`config.mk`:
```
export PLATFORM = sky130hd
export DESIGN_NAME = pms_core
export DESIGN_NICKNAME = d
export VERILOG_FILES = /design/src/pms_pkg.sv /design/src/pms_core.sv
export SDC_FILE = /design/constraint.sdc
export NUM_CORES = 1
export LEC_CHECK = 0
export BUFFER_PORTS_ARGS = -buffer_cell sky130_fd_sc_hd__buf_2
export CORE_MARGIN = 2
export CORE_UTILIZATION = 60
export CTS_CLUSTER_SIZE = 20
export DETAILED_ROUTE_END_ITERATION = 12
export GPL_TIMING_DRIVEN = 0
export HOLD_SLACK_MARGIN = 0.1
export PLACE_DENSITY = 0.89
export SYNTH_ARGS = -nofsm -noshare
export SYNTH_HDL_FRONTEND = slang
export SYNTH_SLANG_ARGS = --single-unit
```
`constraint.sdc`:
```
create_clock -name clk -period 3.7 [get_ports clk]
set_input_delay 0.185 -clock clk [delete_from_list [all_inputs] [get_ports clk]]
set_output_delay 0.185 -clock clk [all_outputs]
set_load 0.005 [all_outputs]
```
`src/pms_pkg.sv`:
```
// Package: constants and types for the PHY MII status and reset block
package pms_pkg;

  // Register byte offsets
  localparam logic [4:0] OFF_CTRL     = 5'h00;
  localparam logic [4:0] OFF_STATUS   = 5'h04;
  localparam logic [4:0] OFF_IRQ_STAT = 5'h08;
  localparam logic [4:0] OFF_IRQ_MASK = 5'h0C;
  localparam logic [4:0] OFF_MDIO_RX  = 5'h10;
  localparam logic [4:0] OFF_MDIO_TX  = 5'h14;
  localparam logic [4:0] OFF_STRAP    = 5'h18;

  // Control field positions
  localparam int CTRL_SPEED_BIT  = 0;
  localparam int CTRL_FDX_BIT    = 1;
  localparam int CTRL_RPT_BIT    = 2;
  localparam int CTRL_SQEINH_BIT = 3;
  localparam int CTRL_MDRV_BIT   = 4;
  localparam int CTRL_W          = 5;

  // Interrupt status field positions
  localparam int IRQ_COL_BIT  = 0;
  localparam int IRQ_CRS_BIT  = 1;
  localparam int IRQ_MDIO_BIT = 2;
  localparam int IRQ_W        = 3;

  // Reset values
  localparam logic [CTRL_W-1:0] CTRL_RESET = 5'h00;
  localparam logic [IRQ_W-1:0]  MASK_RESET = 3'h0;

  // Timing: clock rate and length of the SQE test pulse on COL
  localparam int CLK_PERIOD_NS = 20;
  localparam int SQE_TIME_NS   = 1000;
  localparam int SQE_CYCLES    = (SQE_TIME_NS + CLK_PERIOD_NS - 1) / CLK_PERIOD_NS;

  // Management shift width and symbol width
  localparam int MDIO_W = 32;
  localparam int SYM_W  = 10;

  // Control fields as software sets them
  typedef struct packed {
    logic mdio_drive;
    logic sqe_inhibit;
    logic repeater;
    logic full_duplex;
    logic speed_100;
  } pms_ctrl_s;

  // Live activity seen by the status logic
  typedef struct packed {
    logic tx;
    logic rx;
  } pms_act_s;

  // State of the SQE test pulse
  typedef enum logic [1:0] {
    SQE_IDLE,
    SQE_TX,
    SQE_PULSE
  } pms_sqe_e;

endpackage

```
`src/pms_core.sv`:
```
// Module: PHY-side COL/CRS/speed status, hardware reset, MDC timing and register slave
// Operation
// - Speed pin low 10M, high 100M
// - Low reset pin holds device in reset
// - COL when receiving during own transmit
// - 10M receive activity from unsquelched signal
// - 100M activity: symbol with non-adjacent zeros
// - COL unrelated to receive/transmit clocks
// - Full duplex forces COL low
// - SQE test asserts COL unless inhibited (here only after 10M transmissions, not full duplex)
// - Half duplex CRS on receive or transmit
// - Full duplex or repeater: CRS receive only
// - CRS unrelated to receive/transmit clocks
// - MDIO transfers timed by incoming MDC
// - MDIO launched and sampled with MDC
// - LED pins are straps during reset
//
// The Avalon-MM slave port and the register offsets are this design's own decisions.
`timescale 1ns/1ps
`default_nettype none

module pms_core #(
  parameter int SQE_LEN = pms_pkg::SQE_CYCLES  // Length of SQE pulse in clocks
) (
  input  wire logic        clk,                // 50 MHz clock
  input  wire logic        rst,                // Synchronous reset, active high
  input  wire logic        hardware_reset_low, // Reset pin, active low
  input  wire logic [4:0]  address,            // Avalon byte address
  input  wire logic        read,               // Avalon read
  input  wire logic        write,              // Avalon write
  input  wire logic [31:0] writedata,          // Avalon write data
  input  wire logic [3:0]  byteenable,         // Avalon byte enables
  output logic      [31:0] readdata,           // Avalon read data
  output logic             waitrequest,        // Avalon wait request
  output logic             irq,                // Level interrupt
  input  wire logic        txen,               // Transmit enable from MAC
  input  wire logic        rx_unsquelched,     // 10M medium receive level
  input  wire logic [9:0]  rx_symbol,          // 100M received symbol
  input  wire logic        rx_symbol_valid,    // Symbol strobe
  input  wire logic        link_up,            // Link status for LED
  output logic             col,                // Collision
  output logic             crs,                // Carrier sense
  output logic             speed_100,          // Speed indicator
  input  wire logic        mdc,                // Management clock in
  input  wire logic        mdio_i,             // MDIO pin level
  output logic             mdio_o,             // MDIO drive value
  output logic             mdio_oe_n,          // MDIO enable, low drives
  input  wire logic [2:0]  led_i,              // Strap/LED pin levels
  output logic      [2:0]  led_o,              // LED drive values
  output logic      [2:0]  led_oe_n            // LED enables, low drives
);

  // Elaboration check: the pulse counter is 13 bits wide
  if (SQE_LEN < 1 || SQE_LEN > 4096)
  begin : g_bad_len
    $error("SQE_LEN out of range");
  end

  // Non-adjacent zero pair anywhere in a symbol
  function automatic logic nonadj_zeros(input logic [pms_pkg::SYM_W-1:0] s);
    logic hit;
    hit = 1'b0;
    for (int i = 0; i < pms_pkg::SYM_W; i++)
      for (int j = i + 2; j < pms_pkg::SYM_W; j++)
        if (!s[i] && !s[j])
          hit = 1'b1;
    return hit;
  endfunction

  // Merge write data under byte enables
  function automatic logic [31:0] be_merge(input logic [31:0] old, input logic [31:0] nw,
                                           input logic [3:0] be);
    logic [31:0] r;
    r = old;
    for (int b = 0; b < 4; b++)
      if (be[b])
        r[8*b +: 8] = nw[8*b +: 8];
    return r;
  endfunction

  ////////////////////////////////////////////////////////////////////////////
  // Reset
  logic rst_all;
  assign rst_all = rst | ~hardware_reset_low;

  ////////////////////////////////////////////////////////////////////////////
  // Register slave
  logic [pms_pkg::CTRL_W-1:0] ctrl_q, ctrl_d;
  logic [pms_pkg::IRQ_W-1:0]  istat_q, istat_d, imask_q, imask_d;
  logic [pms_pkg::MDIO_W-1:0] mtx_q, mtx_d;
  logic [31:0]                rdata_q, rdata_d;
  logic                       wait_q, wait_d, irq_q, irq_d;
  logic                       req, wr_go;
  logic [pms_pkg::IRQ_W-1:0]  ev;
  logic [31:0]                rmux;
  pms_pkg::pms_ctrl_s         cf;
  logic [pms_pkg::MDIO_W-1:0] mrx_q;
  logic [2:0]                 strap_q;
  logic                       col_q, crs_q, speed_q;
  logic                       mload;
  logic                       mdone;

  assign cf    = pms_pkg::pms_ctrl_s'(ctrl_q);
  assign req   = read | write;
  assign wr_go = write & ~wait_q;  // Write lands at the edge waitrequest is low

  // Read mux; unmapped offsets read zero
  always_comb
  begin
    rmux = 32'h0000_0000;
    case (address)
      pms_pkg::OFF_CTRL:     rmux[pms_pkg::CTRL_W-1:0] = ctrl_q;
      pms_pkg::OFF_STATUS:   rmux[2:0] = {speed_q, crs_q, col_q};
      pms_pkg::OFF_IRQ_STAT: rmux[pms_pkg::IRQ_W-1:0] = istat_q;
      pms_pkg::OFF_IRQ_MASK: rmux[pms_pkg::IRQ_W-1:0] = imask_q;
      pms_pkg::OFF_MDIO_RX:  rmux = mrx_q;
      pms_pkg::OFF_MDIO_TX:  rmux = mtx_q;
      pms_pkg::OFF_STRAP:    rmux[2:0] = strap_q;
      default:               rmux = 32'h0000_0000;
    endcase
  end

  // Next register values; hardware set wins over write-one clear
  always_comb
  begin
    wait_d  = ~(req & wait_q);
    rdata_d = (read & wait_q) ? rmux : rdata_q;
    ctrl_d  = ctrl_q;
    imask_d = imask_q;
    mtx_d   = mtx_q;
    mload   = 1'b0;
    istat_d = istat_q;
    if (wr_go)
    begin
      case (address)
        pms_pkg::OFF_CTRL:     ctrl_d  = (pms_pkg::CTRL_W)'(be_merge(32'(ctrl_q), writedata, byteenable));
        pms_pkg::OFF_IRQ_MASK: imask_d = (pms_pkg::IRQ_W)'(be_merge(32'(imask_q), writedata, byteenable));
        pms_pkg::OFF_IRQ_STAT: istat_d = istat_q & ~(writedata[pms_pkg::IRQ_W-1:0] & {pms_pkg::IRQ_W{byteenable[0]}});
        pms_pkg::OFF_MDIO_TX:
        begin
          mtx_d = be_merge(mtx_q, writedata, byteenable);
          mload = 1'b1;
        end
        default: ;
      endcase
    end
    istat_d = istat_d | ev;
    irq_d   = |(istat_d & imask_d);
  end

  // Register update
  always_ff @(posedge clk)
  begin
    if (rst_all)
    begin
      wait_q  <= 1'b1;
      rdata_q <= 32'h0000_0000;
      ctrl_q  <= pms_pkg::CTRL_RESET;
      imask_q <= pms_pkg::MASK_RESET;
      istat_q <= '0;
      mtx_q   <= '0;
      irq_q   <= 1'b0;
    end
    else
    begin
      wait_q  <= wait_d;
      rdata_q <= rdata_d;
      ctrl_q  <= ctrl_d;
      imask_q <= imask_d;
      istat_q <= istat_d;
      mtx_q   <= mtx_d;
      irq_q   <= irq_d;
    end
  end

  assign readdata    = rdata_q;
  assign waitrequest = wait_q;
  assign irq         = irq_q;

  ////////////////////////////////////////////////////////////////////////////
  // Receive activity and SQE test
  pms_pkg::pms_act_s act;
  logic              rx100_q, rx100_d;
  pms_pkg::pms_sqe_e sqe_q, sqe_d;
  logic [12:0]       sqe_cnt_q, sqe_cnt_d;
  logic              col_d, crs_d, speed_d;

  // Activity per mode; the 100M result holds between symbols
  always_comb
  begin
    rx100_d = rx_symbol_valid ? nonadj_zeros(rx_symbol) : rx100_q;
    act.tx  = txen;
    act.rx  = cf.speed_100 ? rx100_q : rx_unsquelched;
  end

  // SQE pulse after each uninhibited 10M half-duplex transmission, cut short by a new transmission
  always_comb
  begin
    sqe_d     = sqe_q;
    sqe_cnt_d = sqe_cnt_q;
    case (sqe_q)
      pms_pkg::SQE_IDLE:
        if (act.tx)
          sqe_d = pms_pkg::SQE_TX;
      pms_pkg::SQE_TX:
        if (!act.tx)
        begin
          if (cf.sqe_inhibit || cf.full_duplex || cf.speed_100)
            sqe_d = pms_pkg::SQE_IDLE;
          else
          begin
            sqe_d     = pms_pkg::SQE_PULSE;
            sqe_cnt_d = 13'(SQE_LEN - 1);
          end
        end
      pms_pkg::SQE_PULSE:
        if (act.tx)
          sqe_d = pms_pkg::SQE_TX;
        else if (sqe_cnt_q == 13'h0000)
          sqe_d = pms_pkg::SQE_IDLE;
        else
          sqe_cnt_d = sqe_cnt_q - 13'h0001;
      default: sqe_d = pms_pkg::SQE_IDLE;
    endcase
  end

  // COL, CRS and speed, registered every clock so they fall one clock after their cause ends
  always_comb
  begin
    speed_d = cf.speed_100;
    col_d   = ((act.rx & act.tx) | (sqe_q == pms_pkg::SQE_PULSE)) & ~cf.full_duplex;
    if (cf.full_duplex || cf.repeater)
      crs_d = act.rx;
    else
      crs_d = act.rx | act.tx;
    ev                       = '0;
    ev[pms_pkg::IRQ_COL_BIT] = col_d & ~col_q;
    ev[pms_pkg::IRQ_CRS_BIT] = crs_d & ~crs_q;
    ev[pms_pkg::IRQ_MDIO_BIT] = mdone;
  end

  // COL and CRS run on the system clock, not the MII clocks; the MAC must synchronise them
  always_ff @(posedge clk)
  begin
    if (rst_all)
    begin
      rx100_q   <= 1'b0;
      sqe_q     <= pms_pkg::SQE_IDLE;
      sqe_cnt_q <= 13'h0000;
      col_q     <= 1'b0;
      crs_q     <= 1'b0;
      speed_q   <= 1'b0;
    end
    else
    begin
      rx100_q   <= rx100_d;
      sqe_q     <= sqe_d;
      sqe_cnt_q <= sqe_cnt_d;
      col_q     <= col_d;
      crs_q     <= crs_d;
      speed_q   <= speed_d;
    end
  end

  assign col       = col_q;
  assign crs       = crs_q;
  assign speed_100 = speed_q;

  ////////////////////////////////////////////////////////////////////////////
  // MDC edge detect and MDIO shifting; MDC is only ever an input here
  logic       mdc_q, mdo_q, mdo_d, mdoe_q, mdoe_d;
  logic [pms_pkg::MDIO_W-1:0] mrx_d, msh_q, msh_d;
  logic [5:0] mcnt_q, mcnt_d;
  logic       mrise, mfall;

  assign mrise = mdc & ~mdc_q;
  assign mfall = ~mdc & mdc_q;

  // Sample on MDC rise, launch on MDC fall
  always_comb
  begin
    mrx_d  = mrx_q;
    msh_d  = msh_q;
    mcnt_d = mcnt_q;
    mdo_d  = mdo_q;
    mdoe_d = ~cf.mdio_drive;
    mdone  = 1'b0;
    if (mrise)
    begin
      mrx_d = {mrx_q[pms_pkg::MDIO_W-2:0], mdio_i};
      if (mcnt_q == 6'(pms_pkg::MDIO_W - 1))
      begin
        mcnt_d = 6'h00;
        mdone  = 1'b1;
      end
      else
        mcnt_d = mcnt_q + 6'h01;
    end
    if (mload)
      msh_d = mtx_d;
    else if (mfall)
    begin
      mdo_d = msh_q[pms_pkg::MDIO_W-1];
      msh_d = {msh_q[pms_pkg::MDIO_W-2:0], 1'b0};
    end
  end

  // MDIO registers
  always_ff @(posedge clk)
  begin
    if (rst_all)
    begin
      mdc_q  <= 1'b0;
      mrx_q  <= '0;
      msh_q  <= '0;
      mcnt_q <= 6'h00;
      mdo_q  <= 1'b0;
      mdoe_q <= 1'b1;
    end
    else
    begin
      mdc_q  <= mdc;
      mrx_q  <= mrx_d;
      msh_q  <= msh_d;
      mcnt_q <= mcnt_d;
      mdo_q  <= mdo_d;
      mdoe_q <= mdoe_d;
    end
  end

  assign mdio_o    = mdo_q;
  assign mdio_oe_n = mdoe_q;

  ////////////////////////////////////////////////////////////////////////////
  // Strap pins: inputs during reset, LED outputs after
  logic [2:0] strap_d, ledo_q, ledo_d, ledoe_q;

  // Strap keeps following the pins while either reset is held
  always_comb
  begin
    strap_d = rst_all ? led_i : strap_q;
    ledo_d  = {act.rx, act.tx, link_up};
  end

  // Strap capture is clocked, not tied to the reset branch
  always_ff @(posedge clk)
  begin
    strap_q <= strap_d;
    if (rst_all)
    begin
      ledo_q  <= 3'h0;
      ledoe_q <= 3'h7;
    end
    else
    begin
      ledo_q  <= ledo_d;
      ledoe_q <= 3'h0;
    end
  end

  assign led_o    = ledo_q;
  assign led_oe_n = ledoe_q;

endmodule

`default_nettype wire

```
==> impl_metrics.env <==
export IMPL_synth_ff_type="dfxtp_1"
export IMPL_setup_viol=0
export IMPL_num_rows=41
export IMPL_synth_edff_count=3
export IMPL_die_area_mm2=0.0135
export IMPL_synth_most_common_cell="dfxtp_1"
export IMPL_clk_pin_slew_worst_paths_ps=60
export IMPL_yosysSeqAreaShare_pct=47.0
export IMPL_htree_levels=4
export IMPL_core_area_mm2=0.0125
export IMPL_ctsHoldBuffers=43
export IMPL_hold_slack_ps=149
export IMPL_path_cells="nor2b_1 > nor4b_1 > buf_2 > nand2_1 > nand2_1 > a21oi_1"
export IMPL_worst_pin_slew_ps=728
export IMPL_synth_top_family_by_area="simple AND/OR/NAND/NOR gates"
export IMPL_clockRootBuffer="clkbuf_16"
export IMPL_clk_path_buf_depth=2
export IMPL_cpMaxStageDelayCell="nor4b_1"
export IMPL_status="complete, no violations"
export IMPL_irDropWorstVdd_mv=0.326
export IMPL_synthArstFlopShare_pct=0
export IMPL_critPathKind="reg -> reg"
export IMPL_fin_nets=1089
export IMPL_synth_seq_cells=176
export IMPL_yosys_area_share_adder_pct=0.331
export IMPL_hpwl_mm=13.8
export IMPL_syn_cell_area_mm2=0.00757
export IMPL_grt_max_degree=17
export IMPL_post_place_ws_ps=1450
export IMPL_synthesis_nets=919
export IMPL_max_freq_mhz=427
export IMPL_drc=0
export IMPL_ant_nets=0
export IMPL_ios=110
export IMPL_cts_repair_resized=0
export IMPL_dr_total_vias=7275
export IMPL_relSlewSlack_pct=50.8
export IMPL_grt_util_all_layers_pct=32.2
export IMPL_postCtsSetupBuffers=0
export IMPL_dr_first_iter_drc_count=664
export IMPL_drt_pass1_iter_count=6
export IMPL_finalMaxSlewViolations=0
export IMPL_vias_per_cell=6.03
export IMPL_grt_pass1_vias=6887
export IMPL_p_leak_nw=3.60
export IMPL_r2r_start="waitrequest"
export IMPL_whs_path_depth=4
export IMPL_worstPathRequired_ps=4000
export IMPL_worstHoldStart="rx_symbol[1]"
export IMPL_max_cap_violations=0
export IMPL_synthMuxAreaShare_pct=7.97
export IMPL_cp_end_kind="register"
export IMPL_whs_endpoint="rx100_q"
export IMPL_period_share_pct=63.2
export IMPL_numCtsBuffers=17
export IMPL_syn_inst=852
export IMPL_routed_wl_mm=21.4
export IMPL_cts_sinks=176
export IMPL_synth_simple_area_share_pct=21.7
export IMPL_cp_arrival_ps=2640
export IMPL_ys_top_cells_by_area="dfxtp_1 46%, mux2i_1 6.9%, a211oi_1 6.3%, nand2_1 5.8%, a21oi_1 4.2%"
export IMPL_clock_latency_ps=440
export IMPL_grt_pass1_wl_mm=33.9
export IMPL_startpoint_type="register"
export IMPL_fp_dieH_um=116
export IMPL_wire_per_inst_um=17.7
export IMPL_cts_tree="done"
export IMPL_synth_common_cells="173 x dfxtp_1, 117 x nand2_1, 73 x nor2_1"
export IMPL_antenna_found_initial=0
export IMPL_hold_class="in -> reg"
export IMPL_setup_tns_ps=0
export IMPL_synth_top_area_share_pct=45.8
export IMPL_syn_to_final_growth_pct=24.6
export IMPL_synthDistinctLibCells=56
export IMPL_synth_top_cell_by_area="dfxtp_1"
export IMPL_rrSetupSlack_ps=1360
export IMPL_initial_core_util_pct=60.7
export IMPL_crit_top_cell="nand2_1"
export IMPL_final_min_clock_period_ps=2340
export IMPL_cp_max_fo=10
export IMPL_power_density_mw_per_mm2=456
export IMPL_synth_compound_area_share_pct=17.1
export IMPL_cp_slowest_stage_delay_ps=650
export IMPL_startpoint="waitrequest"
export IMPL_ff2ff_path_depth=6
export IMPL_fin_skew_ps=9.76
export IMPL_portBuffers=108
export IMPL_die_x_um=116
export IMPL_grt_overflow=0
export IMPL_gp_congestion=0.873
export IMPL_drive_gt1_share_pct=17.4
export IMPL_reg2reg_to="mtx_q[13]"
export IMPL_hold_viol_final=0
export IMPL_rsz0062_at_grt="no"
export IMPL_synth_area_per_cell_um2=8.88
export IMPL_yosys_area_share_xor_xnor_pct=1.39
export IMPL_worst_slack_ps=1360
export IMPL_synth_warnings=0
-- worst max path at each step --
stage	slack, ps	cells past startpoint	to
final	1360	6	mtx_q[13]
after global routing	1380	6	mtx_q[16]
after detailed placement	1450	6	strap_q[1]
after global placement	1480	6	strap_q[1]
after floorplan	2000	8	sqe_cnt_q[4]
after CTS	1480	6	mtx_q[13]
-- logic make-up after synthesis --
group	count (synthesis)
adders and majority gates	2
xor gates and xnor gates	12
and+or+nand+nor	341
AOI/OAI and AO/OA	188
buffers and inverters	76
DFF	176
muxes	57
-- stage by stage --
step                cell area, µm²  instances  util, %  total power, mW
global placement              8320       1132     66.8             2.26
detailed placement            8320       1132     66.8             2.27
finish                        9430       1207     75.6             4.30
global route                  9420       1206     75.6             4.40
floorplan                     7570        852        -             2.14
CTS                           9420       1206     75.6             4.29
-- layout make-up --
| cell class | count | area (µm²) |
|---|---|---|
| fillers | 814 | 3040 |
| plain buffers | 69 | 322 |
| repair buffers | 151 | 971 |
| multi-input cells | 600 | 3660 |
| diodes | 1 | 2.50 |
| inverters | 7 | 26.3 |
| clock buffers | 22 | 494 |
| well taps | 172 | 215 |
| flip-flops and latches | 176 | 3550 |
| clock inverters | 9 | 178 |
-- power by group --
group          total [mW]  leakage [nW]  internal (mW)  switching (mW)
Clock                2.03         0.332           1.28           0.741
Combinational       0.336          1.84          0.133           0.203
Sequential           1.94          1.43           1.92          0.0156
Total                4.30          3.60           3.34           0.960
-- layout by cell type, fill, tap and decap left out, types with 17 or more instances in the layout --
cell,n
nor2b_1,36
buf_2,122
clkbuf_1,41
nand3_1,30
nor3_1,33
a221oi_1,30
dlygate4sd3_1,43
nand2_1,117
a21oi_1,63
nor2_1,73
mux2i_1,52
a211oi_1,63
clkbuf_16,17
dfxtp_1,173
-- state kept, by name (all words and copies together), names as in the netlist, 2 cells and up --
signal	cells
mrx_q	32
led_o	3
readdata	32
istat_q	3
strap_q	3
cf	5
sqe_cnt_q	13
mcnt_q	6
msh_q	32
imask_q	3
mtx_q	32
sqe_q	2
-- layer usage --
metal  global-route usage, %  wire length [µm]
met2                    52.1             10000
met1                    41.4              8810
met3                    7.58              1980
met4                    14.2               602
met5                       0                 0
-- critical path, delay by kind of cell (launching register included) --
kind	cells	cell delay, ps
AND/OR/NAND/NOR	4	1380
AO/OA/AOI/OAI	1	80
buffers and inverters	1	380
flip-flops	1	350
No activity file was read; power rests on OpenSTA's default activity.
